## config.mk

```make
export PLATFORM = sky130hd
export DESIGN_NAME = fpec_ctrl
export DESIGN_NICKNAME = d
export VERILOG_FILES = /design/src/fpec_pkg.sv /design/src/fpec_onehot_guard.sv /design/src/fpec_ctrl.sv
export SDC_FILE = /design/constraint.sdc
export NUM_CORES = 1
export LEC_CHECK = 0
export BUFFER_PORTS_ARGS = -buffer_cell sky130_fd_sc_hd__buf_4
export CELL_PAD_IN_SITES_DETAIL_PLACEMENT = 0
export CELL_PAD_IN_SITES_GLOBAL_PLACEMENT = 2
export CORE_MARGIN = 2
export CORE_UTILIZATION = 37
export DETAILED_ROUTE_END_ITERATION = 10
export PLACE_DENSITY_LB_ADDON = 0.3
export SETUP_SLACK_MARGIN = 0.15
export SLEW_MARGIN = 20
export SYNTH_ARGS = -nofsm -noshare
export SYNTH_HDL_FRONTEND = slang
export SYNTH_HIERARCHICAL = 1
export SYNTH_SLANG_ARGS = --single-unit
```

## constraint.sdc

```tcl
create_clock -name mclk_in -period 3.4 [get_ports mclk_in]
set_clock_uncertainty 0.1 [all_clocks]
set_input_delay 0.51 -clock mclk_in [delete_from_list [all_inputs] [get_ports mclk_in]]
set_output_delay 0.51 -clock mclk_in [all_outputs]
set_load 0.005 [all_outputs]
```

## src/fpec_pkg.sv

```systemverilog
// Package for the flash program/erase control block: register offsets,
// field positions and reset values.
// Assumes a plain strobe register port with 8-bit data.
`default_nettype none
package fpec_pkg;
   localparam int         ADDR_W            = 3;
   localparam int         DATA_W            = 8;
   // Register offsets on the plain register port.
   localparam logic [2:0] OFF_MODE_CTRL     = 3'h0;
   localparam logic [2:0] OFF_ERR_STATUS    = 3'h1;
   localparam logic [2:0] OFF_ERASE_BLOCK   = 3'h2;
   localparam logic [2:0] OFF_POWER_CTRL    = 3'h3;
   localparam logic [2:0] OFF_ACCESS_GATE   = 3'h4;
   localparam logic [2:0] OFF_ERR_INJECT    = 3'h5;
   // Field positions in the mode control register.
   localparam int         BIT_WRITE_UNLOCK  = 6;
   localparam int         BIT_ERASE_SETUP   = 5;
   localparam int         BIT_PROG_SETUP    = 4;
   localparam int         BIT_ERASE_VERIFY  = 3;
   localparam int         BIT_PROG_VERIFY   = 2;
   localparam int         BIT_ERASE_GO      = 1;
   localparam int         BIT_PROG_GO       = 0;
   // Field positions in the status, power and gate registers, and the block select width.
   localparam int         BIT_ERROR_FLAG    = 7;
   localparam int         BIT_UNLOCK_REGS   = 7;
   localparam int         BIT_PDOWN_DIS     = 7;
   localparam int         EBLK_W            = 7;
   // Reset values.
   localparam logic [7:0] RST_MODE_CTRL     = 8'h00;
   localparam logic [6:0] RST_ERASE_BLOCK   = 7'h00;
   localparam logic [7:0] READ_UNMAPPED     = 8'h00;
endpackage
`default_nettype wire

```

## src/fpec_onehot_guard.sv

```systemverilog
// Small checker that tells whether a block selection holds at most one bit.
// Assumes purely combinational use inside the control block.
`default_nettype none
module fpec_onehot_guard
   import fpec_pkg::*;
#(
   parameter int W = EBLK_W
) (
   input  wire logic [W-1:0] sel_in,
   output logic              multi_out
);
   // Clearing the lowest set bit leaves something only if two or more were set.
   always_comb begin
      multi_out = |(sel_in & (sel_in - W'(1)));
   end
endmodule
`default_nettype wire

```

## src/fpec_ctrl.sv

```systemverilog
// Flash program/erase control and status logic with its register port.
// Assumes one clock, an async active-low reset and a master that never waits.
//
// What this block does
// RQ1: Programming and erasing are allowed only while write-unlock (bit 6) is 1.
// RQ2: With write-unlock 0, other mode bits and block select bits cannot be set.
// RQ3: Erase-setup bit 5 enters erase setup state; clearing it cancels.
// RQ4: Software sets erase-setup before erase-go.
// RQ5: Program-setup bit 4 enters program setup state; clearing it cancels.
// RQ6: Software sets program-setup before program-go.
// RQ7: Erase-verify bit 3 enters erase-verify mode; clearing it leaves.
// RQ8: Program-verify bit 2 enters program-verify mode; clearing it leaves.
// RQ9: Erase-go bit 1 enters erase mode only with unlock and erase-setup set.
// RQ10: Program-go bit 0 enters program mode only with unlock and program-setup.
// RQ11: An error in a program or erase sets the error flag, status bit 7.
// RQ12: A set error flag puts the flash in error-protection state.
// RQ13: Software never writes the status register.
// RQ14: Mode control bit 7 always reads 0.
// RQ15: Status bits 6 to 0 always read 0.
// RQ16: Control register accesses work only while the gate unlock bit is 1.
// RQ17: Block select register is held at zero while write-unlock is 0.
// RQ18: Setting several block select bits at once clears all of them.
// RQ19: Reset clears every mode control bit and the error flag.
// RQ20: Error protection blocks entry into program and erase modes.
//
// Our own choices: the strobed register port and the register addresses.
`default_nettype none
module fpec_ctrl
   import fpec_pkg::*;
(
   input  wire logic              mclk_in,
   input  wire logic              rst_n_in,
   input  wire logic [ADDR_W-1:0] addr_in,
   input  wire logic [DATA_W-1:0] wdata_in,
   input  wire logic              wr_in,
   input  wire logic              rd_in,
   input  wire logic              flash_fault_in,
   output logic [DATA_W-1:0]      rdata_out,
   output logic                   erase_setup_out,
   output logic                   program_setup_out,
   output logic                   erase_verify_out,
   output logic                   program_verify_out,
   output logic                   erase_mode_out,
   output logic                   program_mode_out,
   output logic [EBLK_W-1:0]      erase_block_out,
   output logic                   error_protect_out,
   output logic                   power_down_disable_out
);
   logic [6:0]        mode_reg;
   logic [EBLK_W-1:0] eblk_reg;
   logic              err_reg;
   logic              gate_reg;
   logic              pwr_reg;
   logic              fault_s1_reg;
   logic              fault_s2_reg;
   logic              multi_sel;
   logic              wr_mode;
   logic              wr_eblk;
   logic              wr_gated;
   logic              unlock;
   logic [6:0]        mode_next;
   logic              error_event;

   // The access gate hides every control register; one helper keeps the read mux uniform.
   function automatic logic [DATA_W-1:0] gated_read(input logic              gate_open,
                                                    input logic [DATA_W-1:0] value);
      return gate_open ? value : READ_UNMAPPED;
   endfunction

   // Second file: detects an illegal multi-block selection in the write data.
   fpec_onehot_guard #(
      .W         (EBLK_W)
   ) u_guard (
      .sel_in    (wdata_in[EBLK_W-1:0]),
      .multi_out (multi_sel)
   );

   // The access gate register itself is always reachable, or it could never open.
   assign wr_gated = wr_in & gate_reg;                                    // RQ16
   assign wr_mode  = wr_gated & (addr_in == OFF_MODE_CTRL);
   assign wr_eblk  = wr_gated & (addr_in == OFF_ERASE_BLOCK);
   assign unlock   = mode_reg[BIT_WRITE_UNLOCK];

   // Mode write filter: the go bits only take when their setup bit and unlock
   // hold in the written value and the setup bit was already set before the
   // write, so a single write cannot skip the setup phase.
   always_comb begin
      mode_next = wdata_in[6:0];
      if (!wdata_in[BIT_WRITE_UNLOCK] && !unlock) begin
         // Locked: other bits may be cleared but never set.
         mode_next = wdata_in[6:0] & mode_reg;                            // RQ2
         mode_next[BIT_WRITE_UNLOCK] = 1'b0;
      end
      if (!unlock) begin
         // Unlock must already be 1 before any program or erase step sets.
         mode_next[5:0] = wdata_in[5:0] & mode_reg[5:0];                  // RQ1
      end
      if (!(mode_next[BIT_WRITE_UNLOCK] && mode_next[BIT_ERASE_SETUP]
            && mode_reg[BIT_ERASE_SETUP])) begin
         mode_next[BIT_ERASE_GO] = 1'b0;                                  // RQ9
      end
      if (!(mode_next[BIT_WRITE_UNLOCK] && mode_next[BIT_PROG_SETUP]
            && mode_reg[BIT_PROG_SETUP])) begin
         mode_next[BIT_PROG_GO] = 1'b0;                                   // RQ10
      end
      if (err_reg) begin
         mode_next[BIT_ERASE_GO] = 1'b0;                                  // RQ20
         mode_next[BIT_PROG_GO]  = 1'b0;                                  // RQ20
      end
   end

   // Mode control register; bits 5..0 are the setup, verify and go states.
   always_ff @(posedge mclk_in or negedge rst_n_in) begin
      if (!rst_n_in) begin
         mode_reg <= RST_MODE_CTRL[6:0];                                  // RQ19
      end else if (wr_mode) begin
         mode_reg <= mode_next;                                           // RQ3 RQ5 RQ7 RQ8
      end else if (err_reg) begin
         // Error protection drops any active program or erase at once.
         mode_reg[BIT_ERASE_GO] <= 1'b0;                                  // RQ12
         mode_reg[BIT_PROG_GO]  <= 1'b0;                                  // RQ12
      end
   end

   // Erase block select: cleared while locked or on a multi-bit write.
   always_ff @(posedge mclk_in or negedge rst_n_in) begin
      if (!rst_n_in) begin
         eblk_reg <= RST_ERASE_BLOCK;
      end else if (!unlock) begin
         eblk_reg <= RST_ERASE_BLOCK;                                     // RQ17 RQ2
      end else if (wr_eblk) begin
         eblk_reg <= multi_sel ? RST_ERASE_BLOCK : wdata_in[EBLK_W-1:0];  // RQ18
      end
   end

   // Fault input comes from the flash array's timing, outside this domain.
   always_ff @(posedge mclk_in or negedge rst_n_in) begin
      if (!rst_n_in) begin
         fault_s1_reg <= 1'b0;
         fault_s2_reg <= 1'b0;
      end else begin
         fault_s1_reg <= flash_fault_in;
         fault_s2_reg <= fault_s1_reg;
      end
   end

   // A fault counts only while a program or erase is running; software can
   // also force one through the inject register to test the protection path.
   assign error_event = (fault_s2_reg & (mode_reg[BIT_ERASE_GO] | mode_reg[BIT_PROG_GO]))
                      | (wr_gated & (addr_in == OFF_ERR_INJECT) & wdata_in[0]);

   // Error flag is sticky until reset; writes to the status offset do nothing.
   always_ff @(posedge mclk_in or negedge rst_n_in) begin
      if (!rst_n_in) begin
         err_reg <= 1'b0;                                                 // RQ19
      end else if (error_event) begin
         err_reg <= 1'b1;                                                 // RQ11
      end
   end

   // Access gate and power control registers.
   always_ff @(posedge mclk_in or negedge rst_n_in) begin
      if (!rst_n_in) begin
         gate_reg <= 1'b0;
         pwr_reg  <= 1'b0;
      end else begin
         if (wr_in && addr_in == OFF_ACCESS_GATE) begin
            gate_reg <= wdata_in[BIT_UNLOCK_REGS];
         end
         if (wr_gated && addr_in == OFF_POWER_CTRL) begin
            pwr_reg <= wdata_in[BIT_PDOWN_DIS];
         end
      end
   end

   // Read data stands only in the cycle after the strobe; gated registers
   // read zero while the gate is closed.
   always_ff @(posedge mclk_in or negedge rst_n_in) begin
      if (!rst_n_in) begin
         rdata_out <= READ_UNMAPPED;
      end else if (rd_in) begin
         case (addr_in)
            OFF_MODE_CTRL:   rdata_out <= gated_read(gate_reg, {1'b0, mode_reg});  // RQ14 RQ16
            OFF_ERR_STATUS:  rdata_out <= gated_read(gate_reg, {err_reg, 7'h00});  // RQ15 RQ16
            OFF_ERASE_BLOCK: rdata_out <= gated_read(gate_reg, {1'b0, eblk_reg});
            OFF_POWER_CTRL:  rdata_out <= gated_read(gate_reg, {pwr_reg, 7'h00});
            OFF_ACCESS_GATE: rdata_out <= {gate_reg, 7'h00};
            default:         rdata_out <= READ_UNMAPPED;
         endcase
      end else begin
         rdata_out <= READ_UNMAPPED;
      end
   end

   // Registered state outputs toward the flash array.
   always_ff @(posedge mclk_in or negedge rst_n_in) begin
      if (!rst_n_in) begin
         erase_setup_out        <= 1'b0;
         program_setup_out      <= 1'b0;
         erase_verify_out       <= 1'b0;
         program_verify_out     <= 1'b0;
         erase_mode_out         <= 1'b0;
         program_mode_out       <= 1'b0;
         erase_block_out        <= RST_ERASE_BLOCK;
         error_protect_out      <= 1'b0;
         power_down_disable_out <= 1'b0;
      end else begin
         erase_setup_out        <= mode_reg[BIT_ERASE_SETUP];
         program_setup_out      <= mode_reg[BIT_PROG_SETUP];
         erase_verify_out       <= mode_reg[BIT_ERASE_VERIFY];
         program_verify_out     <= mode_reg[BIT_PROG_VERIFY];
         erase_mode_out         <= mode_reg[BIT_ERASE_GO] & ~err_reg;     // RQ20
         program_mode_out       <= mode_reg[BIT_PROG_GO] & ~err_reg;      // RQ20
         erase_block_out        <= eblk_reg;
         error_protect_out      <= err_reg;                               // RQ12
         power_down_disable_out <= pwr_reg;
      end
   end
endmodule
`default_nettype wire

```

==> flow_metrics.tcl <==
set metrics [dict create \
    period_minus_slack_ps 1847 \
    max_freq_mhz 541.5 \
    numCtsBuffers 5 \
    synth_fp_nets 136 \
    dp_hpwl_um 2296 \
    p_int_uw 775.3 \
    power_frac_seq_pct 57.0 \
    drtIter0Drc 58 \
    yosysTopAreaCellShare_pct 64.42 \
    syn_area_mm2 0.001632 \
    syn_inst 120 \
    setup_viol 0 \
    synth_area_leaders "dfrtp_1 64%, mux2i_1 8.6%, nand3b_1 2.8%, nand2_1 2.3%, o22a_1 2.1%" \
    grt_pass1_vias 1156 \
    fp.dieH_um 70.41 \
    synth_top_cell_by_area "dfrtp_1" \
    drtPass1Iterations 4 \
    grt_pass1_wl_um 5637 \
    grt_max_degree 43 \
    grtUsageTotal_pct 14.96 \
    die_x_um 70.41 \
    p_sw_share_pct 24.36 \
    finalCritPeriodShare_pct 54.31 \
    worstPathRequired_ps 3510 \
    n_antenna_cell 0 \
    p_leak_uw 0.001020 \
    clock_path_buffers 2 \
    area_growth_pct 25.61 \
    slowest_delay_ps 540 \
    viasPerCell 5.033 \
    synth_seq_area_share_pct 64.42 \
    ys_types 33 \
    run_status "finished clean" \
    drc 0 \
    antenna_left 0 \
    tightest_slew_ps 520.6 \
    stdcell_area_mm2 0.002049 \
    arrival_ps 1960 \
    ff2ff_setup_slack_ps 1880 \
    rows 24 \
    wirelength_um 3310 \
    crit_path_end_kind "flip-flop" \
    slew_violations 0 \
    overflow 0 \
    worstHoldPathType "input pin to async pin" \
    crit_type "input pin to flip-flop" \
    worstPathMaxFanout 6 \
    pwr_density_cell_mw_per_mm2 500.1 \
    crit_slowest_cell "or4_4" \
    antenna_found_initial 0 \
    rsz0062_at_grt "no" \
    root_buffer "clkbuf_8" \
    numClockSinks 42 \
    drive_gt1_share_pct 33.33 \
    p_comb_share_pct 11.4 \
    place_area_mm2 0.001958 \
    worstPathCellList "buf_4 -> or4_4 -> a211oi_2 -> o21ai_1 -> nor2b_1 -> nand2_1 -> mux2i_1" \
    regMostFlops "rdata_out" \
    initial_core_util_pct 38.00 \
    port_buffers 38 \
    largest_reg_flops 8 \
    wire_per_inst_um 15.47 \
    syn_avg_cell_area_um2 13.60 \
    cp-start-kind "input pin" \
    ctsHoldBuffers 0 \
    clkPwrFrac_pct 31.5 \
    postCtsSetupRepairBufs 0 \
    vias 1077 \
    maxSlewHeadroom_pct 65.29 \
    h-tree-depth 2 \
    pin_count 39 \
    maxCapViolations 0 \
    ys_seq_elements 42 \
    fin_cells 214 \
    cts_resized 0 \
    cts_tree "built" \
    gp_congestion 0.8474 \
    clkTransAtPathRegs_ps 80 \
    clk_latency_ps 290 \
    core_mm2 0.004294 \
    ys_warn_count 6 \
    vdd_drop_max_uv 178.6 \
    p_sw_uw 249.7 \
    setup_tns_ps 0 \
    hold_viol 0 \
    dieArea_mm2 0.004957 \
    fin_nets 177 \
    placedCellCount 206 \
]
[cell families (layout without fill, tap and decap cells)]
logic type	after synthesis	after routing	synth area share, %
DFF	42	42	64.42
buffers and inverters	5	47	1.687
and+or+nand+nor	42	42	15.72
muxes	17	17	10.89
adders and majority gates	1	1	0.6135
AOI/OAI and AO/OA	13	13	6.671
[final cells by class]
cell class | count | area, µm²
clock buffers | 7 | 86.33
flip-flops and latches | 42 | 1051
repair buffers | 38 | 285.3
multi-input cells | 73 | 553.0
fillers | 392 | 2245
clock inverters | 1 | 5.005
well taps | 52 | 65.06
inverters | 1 | 3.754
[cell usage in the layout (no fill, tap or decap), types with 2 or more instances in the layout]
cell type | synthesis | routed
and4_1 | 2 | 2
nor2b_1 | 3 | 3
mux2_2 | 2 | 2
buf_4 | 0 | 38
o21ai_0 | 2 | 2
clkbuf_8 | 0 | 6
a211oi_2 | 2 | 2
and3_1 | 2 | 2
mux2i_1 | 14 | 14
nor2_1 | 6 | 6
nand2_1 | 10 | 10
nand2b_1 | 4 | 4
nand3b_1 | 6 | 6
dfrtp_1 | 42 | 42
o22a_1 | 4 | 4
[worst paths after layout]
path | from | endpoint | cells after the start
max in group asynchronous | rst_n_in | pwr_reg | 1
hold / removal | rst_n_in | program_mode_out | 1
setup / recovery | wdata_in[2] | eblk_reg[1] | 7
hold reg to reg | fault_s1_reg | fault_s2_reg | 0
min in group mclk_in | flash_fault_in | fault_s1_reg | 1
setup reg to reg | mode_reg[6] | mode_reg[1] | 3
[Yosys cell counts, drive strengths merged]
cell type and n:
dfrtp 42, mux2i 14, nand2 11, nand3b 6, nor2 6, nand2b 4, nor2b 4, o22a 4
mux2 3, o21ai 3, a211oi 2, and3 2, and4 2, buf 2, clkbuf 2, o221a 2
a21oi 1, and4bb 1, inv 1, maj3 1, nand3 1, nand4b 1, nand4bb 1, nor3b 1
o22ai 1, or3 1, or4 1
[per-layer routing]
metal,up-vias,part of all wire (%),wire (µm),global-route usage (%)
li1,506,-,-,-
met1,532,45,1473,19.19
met2,30,47,1561,22.43
met3,9,5.9,195,5.628
met4,0,2.4,79,6.838
met5,-,0,0,0
[worst max-delay path: cells and delay by family]
| kind | cells | cell delay, ps |
|---|---|---|
| and+or+nand+nor | 3 | 800 |
| AOI/OAI and AO/OA | 2 | 400 |
| buffers and inverters | 1 | 130 |
| muxes | 1 | 120 |
[power by group through the flow]
stage | Clock [µW] | Combinational (µW) | Sequential, µW
after floorplan | 0 | 59.6 | 578
after global placement | 0 | 117 | 593
after detailed placement | 0 | 120 | 595
after CTS | 336 | 120 | 585
after global routing | 355 | 129 | 592
final | 323 | 117 | 585
[metrics by stage]
step,util [%],worst slack (ps),hold slack (ps),total power [µW]
finish,47.73,1553,91.33,1025
global route,47.73,1474,132.8,1077
CTS,47.73,1579,104.8,1042
detailed placement,45.60,1280,238.9,714.2
global placement,45.60,1345,234.6,710.6
floorplan,-,1548,114.4,637.7
(Power assumes the default switching activity.)
